`src/rtl/drt_pkg.sv`:
```
// constants and types for the reset delay timer
// Functional notes
// - any reset yields a nominal 18 ms delay, independent of main oscillator mode.
// - the timer runs on the dedicated internal RC oscillator, never the main clock.
// - processor reset stays asserted while the timer is active.
// - counting starts once master clear input is high; reset held about 18 ms after.
// - a watchdog time-out, also one waking from sleep, restarts the full delay.
package drt_pkg;

	// nominal delay in microseconds (18 ms) and oscillator rate in MHz
	localparam int DRT_DELAY_US = 18000;
	localparam int DRT_CLK_MHZ = 125;
	localparam int DRT_DELAY_CYCLES = DRT_DELAY_US * DRT_CLK_MHZ;

	localparam int DRT_CNT_W = 22;
	localparam logic [21:0] DRT_CNT_ZERO = 22'h000000;
	localparam logic [21:0] DRT_CNT_ONE = 22'h000001;

	typedef enum logic [2:0] {
		DRT_ST_HOLD = 3'h1,
		DRT_ST_COUNT = 3'h2,
		DRT_ST_RUN = 3'h4
	} drt_state_e;

	typedef enum logic [1:0] {
		DRT_CAUSE_POR = 2'h0,
		DRT_CAUSE_MASTER_CLEAR = 2'h1,
		DRT_CAUSE_WATCHDOG = 2'h2,
		DRT_CAUSE_WAKE = 2'h3
	} drt_cause_e;

	// reset sources, all synchronous to clk_sys
	typedef struct packed {
		logic master_clear_input;
		logic watchdog_timeout;
		logic sleep_active;
	} drt_src_s;

	typedef struct packed {
		logic timer_active;
		logic sleep_wake;
		drt_cause_e cause;
	} drt_status_s;

	localparam drt_status_s DRT_STATUS_RST = '{
		timer_active: 1'b1,
		sleep_wake: 1'b0,
		cause: DRT_CAUSE_POR
	};

endpackage

```
`src/rtl/drt_delay_counter.sv`:
```
// cycle counter that flags the last cycle of the reset delay
`timescale 1ns/1ns
`default_nettype none
module drt_delay_counter (
	// clock and reset
	input wire logic clk_sys,
	input wire logic rst_b,
	// control
	input wire logic clear,
	input wire logic enable,
	input wire logic [21:0] terminal,
	// status
	output logic last
);
	import drt_pkg::*;

	logic [21:0] count;
	wire logic [21:0] last_value;
	wire logic [21:0] count_inc;

	assign last_value = terminal - DRT_CNT_ONE;
	assign count_inc = count + DRT_CNT_ONE;
	assign last = enable && (count == last_value);

	always_ff @(posedge clk_sys or negedge rst_b) begin
		if (!rst_b) begin
			count <= DRT_CNT_ZERO;
		end else if (clear) begin
			count <= DRT_CNT_ZERO;
		end else if (enable) begin
			count <= count_inc;
		end
	end
endmodule // drt_delay_counter
`default_nettype wire

```
`src/rtl/drt_reset_delay_timer.sv`:
```
// reset delay timer: holds the processor in reset after any reset source
`timescale 1ns/1ns
`default_nettype none
module drt_reset_delay_timer #(
	parameter int DELAY_CYCLES = drt_pkg::DRT_DELAY_CYCLES
) (
	// internal RC oscillator clock and power-on reset
	input wire logic clk_sys,
	input wire logic rst_b,
	// reset sources
	input wire drt_pkg::drt_src_s src,
	// processor reset hold and status
	output logic cpu_reset_hold,
	output drt_pkg::drt_status_s status
);
	import drt_pkg::*;

	// clk_sys is the dedicated RC oscillator, so no main oscillator mode
	// can change the delay
	localparam logic [21:0] TERMINAL = DRT_CNT_W'(DELAY_CYCLES);

	drt_state_e state;
	drt_state_e next_state;
	drt_status_s next_status;

	wire logic master_clear_low;
	wire logic watchdog_hit;
	wire logic watchdog_restart;
	wire logic count_last;
	wire logic cnt_clear;
	wire logic cnt_enable;
	wire logic master_clear_event;

	assign master_clear_low = !src.master_clear_input;
	// a time-out while already held by master clear changes nothing
	assign watchdog_hit = src.watchdog_timeout && !master_clear_low;
	assign watchdog_restart = watchdog_hit
		&& (state != DRT_ST_HOLD);
	assign master_clear_event = master_clear_low && (state != DRT_ST_HOLD);

	// counter sits at zero outside COUNT, and is zeroed on a restart
	assign cnt_clear = (state != DRT_ST_COUNT)
		|| watchdog_restart;
	assign cnt_enable = (state == DRT_ST_COUNT) && !watchdog_restart;

	drt_delay_counter u_counter (
		.clk_sys(clk_sys),
		.rst_b(rst_b),
		.clear(cnt_clear),
		.enable(cnt_enable),
		.terminal(TERMINAL),
		.last(count_last)
	);

	// master clear low wins over everything; brown-out relies on it
	always_comb begin
		next_state = state;
		case (state)
			DRT_ST_HOLD: begin
				if (!master_clear_low) begin
					next_state = DRT_ST_COUNT;
				end
			end
			DRT_ST_COUNT: begin
				if (master_clear_low) begin
					next_state = DRT_ST_HOLD;
				end else if (count_last) begin
					next_state = DRT_ST_RUN;
				end
			end
			DRT_ST_RUN: begin
				if (master_clear_low) begin
					next_state = DRT_ST_HOLD;
				end else if (watchdog_hit) begin
					next_state = DRT_ST_COUNT;
				end
			end
			default: begin
				next_state = DRT_ST_HOLD;
			end
		endcase
	end

	// cause is kept after release so firmware-side logic can see it
	always_comb begin
		next_status = status;
		next_status.timer_active = (next_state != DRT_ST_RUN);
		if (master_clear_event) begin
			next_status.cause = DRT_CAUSE_MASTER_CLEAR;
			next_status.sleep_wake = 1'b0;
		end else if (watchdog_restart) begin
			next_status.cause = src.sleep_active ? DRT_CAUSE_WAKE
				: DRT_CAUSE_WATCHDOG;
			next_status.sleep_wake = src.sleep_active;
		end
	end

	always_ff @(posedge clk_sys or negedge rst_b) begin
		if (!rst_b) begin
			state <= DRT_ST_HOLD;
		end else begin
			state <= next_state;
		end
	end

	// hold is registered from next_state so it drops on the very edge
	// that leaves COUNT, with no extra cycle of latency
	always_ff @(posedge clk_sys or negedge rst_b) begin
		if (!rst_b) begin
			cpu_reset_hold <= 1'b1;
		end else begin
			cpu_reset_hold <= (next_state != DRT_ST_RUN);
		end
	end

	always_ff @(posedge clk_sys or negedge rst_b) begin
		if (!rst_b) begin
			status <= DRT_STATUS_RST;
		end else begin
			status <= next_status;
		end
	end
endmodule // drt_reset_delay_timer
`default_nettype wire

```
`config.mk`:
```
export PLATFORM = sky130hd
export DESIGN_NAME = drt_reset_delay_timer
export DESIGN_NICKNAME = d
export VERILOG_FILES = /design/src/rtl/drt_pkg.sv /design/src/rtl/drt_delay_counter.sv /design/src/rtl/drt_reset_delay_timer.sv
export SDC_FILE = /design/constraint.sdc
export NUM_CORES = 1
export LEC_CHECK = 0
export BUFFER_PORTS_ARGS = -buffer_cell sky130_fd_sc_hd__buf_4
export CAP_MARGIN = 15
export CORE_MARGIN = 1.5
export CORE_UTILIZATION = 48
export CTS_BUF_LIST = sky130_fd_sc_hd__clkbuf_8
export CTS_CLUSTER_SIZE = 8
export DETAILED_ROUTE_END_ITERATION = 7
export PLACE_DENSITY = 0.66
export REMOVE_ABC_BUFFERS = 1
export SLEW_MARGIN = 15
export SYNTH_ARGS = -nofsm -noshare
export SYNTH_HDL_FRONTEND = slang
export SYNTH_SLANG_ARGS = --single-unit
export TNS_END_PERCENT = 1
```
`constraint.sdc`:
```
create_clock -name clk_sys -period 1.8 [get_ports clk_sys]
set_input_delay 0.09 -clock clk_sys [delete_from_list [all_inputs] [get_ports clk_sys]]
set_output_delay 0.09 -clock clk_sys [all_outputs]
set_load 0.02 [all_outputs]
```
==> run_results.csv <==
group,metric,value,unit
outcome,status,"completed",
setup_path,endpoint_kind,"register",
timing,finClkSkew,0.00834,ns
floorplan,core_area,2830,µm²
global_routing,gr-total-overflow,0,
finish,diodes,0,
worst_hold_path,worstHoldEndpoint,"status[2]$_DFFE_PN0P_",
global_routing,grt.total_usage,17.4,%
synth,ys_ff_latch,29,
worst_hold_path,hp-class,"input port to register",
timing,hold_slack,0.0877,ns
clock_tree,clock_latency,0.28,ns
drt,via_count,1104,
floorplan,die_x,58.2,µm
timing,worstMarginPinSlew,0.401,ns
global_routing,grt_pass1_vias,970,
timing,rsz0062_at_grt,"no",
finish,multiInputGateArea,679,µm²
power,ir_drop,0.500,mV
setup_path,crit_required,2.01,ns
power,switchingPower,447,µW
finish,fin_area,1640,µm²
timing,min_period,1.61,ns
worst_hold_path,min_path_cells,2,
floorplan,initial_utilization,51.7,%
synth,yosys.cell_types.count,38,
finish,drive_above_1_share,17.1,%
synth,synth.mux.area_fraction,0.684,%
clock_tree,cts_sinks,29,
synth,synth_top_cell_area_share,46.2,%
clock_tree,cts_max_level,2,
drt,vias_per_cell,5.84,
drt,wire_per_inst,13.6,µm
synth,synth.area.top_cells,"dfrtp_1, xor2_1, nor2_1",
setup_path,crit_type,"register to register",
setup_path,worst-path-max-fanout,7,
synth,yosys.area.top_type,"dfrtp_1",
finish,seqCellArea,728,µm²
floorplan,rows,19,
placed_design,placed_area,1550,µm²
synth,synth_simple_gate_area_share,26.0,%
placed_design,hpwl,1780,µm
timing,hold_viol,0,
timing,finalCritPeriodShare,89.2,%
setup_path,rrSetupSlack,0.19,ns
drt,drt_wl_total,2570,µm
synth,async_reset_ff_share,100,%
power,powerDensity,948,nW/µm²
timing,final-setup-viol-count,0,
clock_tree,numCtsBuffers,5,
synth,syn_inst,143,
synth,synth-main-ff-cell,"dfrtp_1",
clock_tree,clockRootBuffer,"clkbuf_8",
placed_design,gp_congestion,0.775,
synth,synth-xor-area-share,7.78,%
timing,tns,0,ns
synth,synth_edf_count,0,
setup_path,r2r_start,"u_counter.count[0]$_DFF_PN0_",
global_routing,grt_max_degree,30,
clock_tree,clk_pin_slew,0.06,ns
power,combPwrFrac,19.0,%
finish,syn2layout_area_growth,12.4,%
drt,drtIter0Drc,35,
power,clkPwrFrac,31.9,%
setup_path,r2r-end,"u_counter.count[18]$_DFF_PN0_",
floorplan,io-pin-count,10,
floorplan,dieHeight,58.2,µm
setup_path,crit_path_start_kind,"register",
synth,syn_area,1460,µm²
synth,synth_common_cells,"dfrtp_1, nor2_1, o21ai_0",
power,netSwitchingFraction,28.7,%
floorplan,die_area,3390,µm²
power,finalPower,1560,µW
synth,synth_fa_ha_area_share,0.855,%
clock_tree,clk_path_buf_depth,2,
synth,synth_area_per_cell,10.2,µm²
setup_path,rr_worst_depth,5,
timing,relSlewSlack,72.9,%
clock_tree,cts_tree,"yes",
synth,ys_seq_area_share,49.8,%
clock_tree,cts_setup_buffers,0,
synth,synthMostInstantiatedCell,"dfrtp_1",
global_routing,antenna_found_initial,0,
worst_hold_path,min_from,"src[2]",
drt,ant_nets,0,
job,maxCapViolCount,0,
global_routing,grt_pass1_wl,4320,µm
synth,synth_warnings,0,
timing,fmax,623,MHz
placed_design,numPortBuffers,9,
drt,drc,0,
finish,nNetsFinal,163,
timing,slew_viol_final,0,
power,internal_power,1110,µW
synth,synth_top_family_by_area,"simple AND/OR/NAND/NOR gates",
finish,nFillCells,247,
power,p_leak,0.000709,µW
power,pwr-share-seq,49.1,%
setup_path,cp.arrival,1.81,ns
drt,drtPass1Iterations,6,
synth,synth_compound_area_share,11.0,%
==> power groups by stage <==
stage          clock network [µW]  registers, µW  logic [µW]
2_1_floorplan                   0            797         143
3_3_place_gp                    0            768         286
3_5_place_dp                    0            774         295
4_1_cts                       507            763         298
5_1_grt                       541            773         324
6_report                      498            765         296
==> state kept, by name, summed over array words and instances, names as in the netlist <==
signal / flops
state: 3
status: 4
u_counter.count: 22
==> placed cells by master, fill, tap and decap left out, drive strengths merged, types with 2 or more instances in the layout <==
cell type / synthesis / layout
nor3: 2 / 2
buf: 4 / 11
clkbuf: 1 / 5
nand4: 6 / 6
nand3: 8 / 8
or3: 8 / 8
xnor2: 4 / 4
and4: 3 / 3
clkinv: 0 / 2
and3: 5 / 5
nand2: 5 / 5
inv: 6 / 7
dfstp: 2 / 2
nor2: 16 / 16
nor4b: 3 / 3
a21oi: 8 / 8
o21ai: 11 / 11
dfrtp: 27 / 27
a22o: 2 / 2
xor2: 9 / 9
==> metrics by stage <==
step	cells	utilization, %	setup slack (ns)
2_1_floorplan	138	-	0.236
3_3_place_gp	180	54.8	0.168
3_5_place_dp	180	54.8	0.114
4_1_cts	189	58.1	0.102
5_1_grt	189	58.1	0.0644
6_report	189	58.1	0.195
==> critical path, cell delays in order, from the launching register on <==
cell and delay, ns:
dfrtp_1 0.38, ha_1 0.20, and3_2 0.30, nand4_4 0.14
or3_1 0.37, a21oi_1 0.15
==> worst max path at each step <==
stage | start | endpoint | slack, ns
2_1_floorplan | state[2]$_DFF_PN0_ | state[2]$_DFF_PN0_ | 0.24
3_3_place_gp | u_counter.count[0]$_DFF_PN0_ | u_counter.count[18]$_DFF_PN0_ | 0.17
3_5_place_dp | u_counter.count[0]$_DFF_PN0_ | u_counter.count[18]$_DFF_PN0_ | 0.11
4_1_cts | u_counter.count[0]$_DFF_PN0_ | u_counter.count[18]$_DFF_PN0_ | 0.10
5_1_grt | u_counter.count[0]$_DFF_PN0_ | u_counter.count[20]$_DFF_PN0_ | 0.06
6_report | u_counter.count[0]$_DFF_PN0_ | u_counter.count[18]$_DFF_PN0_ | 0.19
==> cell families (layout without fill, tap and decap cells) <==
kind of cell,count (synthesis),after routing
AO/OA/AOI/OAI,27,27
buffers and inverters,11,26
adder cells (fa/ha/maj),1,1
AND/OR/NAND/NOR,61,61
XOR/XNOR,13,13
flip-flops,29,29
multiplexers,1,1
==> what timing repair did <==
action | CTS | global route
endpoints found under the hold margin | 27 | 0
endpoints found under the setup margin | 0 | 3
gates resized for setup | 0 | 1
hold buffers | 1 | 0
==> area by class of cell <==
class / count / area share [%]
flip-flops and latches: 29 / 44.3
multi-input cells: 103 / 41.3
repair buffers: 12 / 5.63
clock buffers: 5 / 4.19
well taps: 31 / 2.36
inverters: 6 / 1.37
clock inverters: 3 / 0.837
==> metal layers <==
layer	track usage (%)	wire length [µm]	part of all wire, %	up-vias
met2	26.0	1190	46	13
li1	-	-	-	543
met4	6.98	40	1.6	0
met1	22.8	1250	49	543
met3	6.70	79	3.1	5
met5	0	0	0	-
No activity file was read; power rests on OpenSTA's default activity.
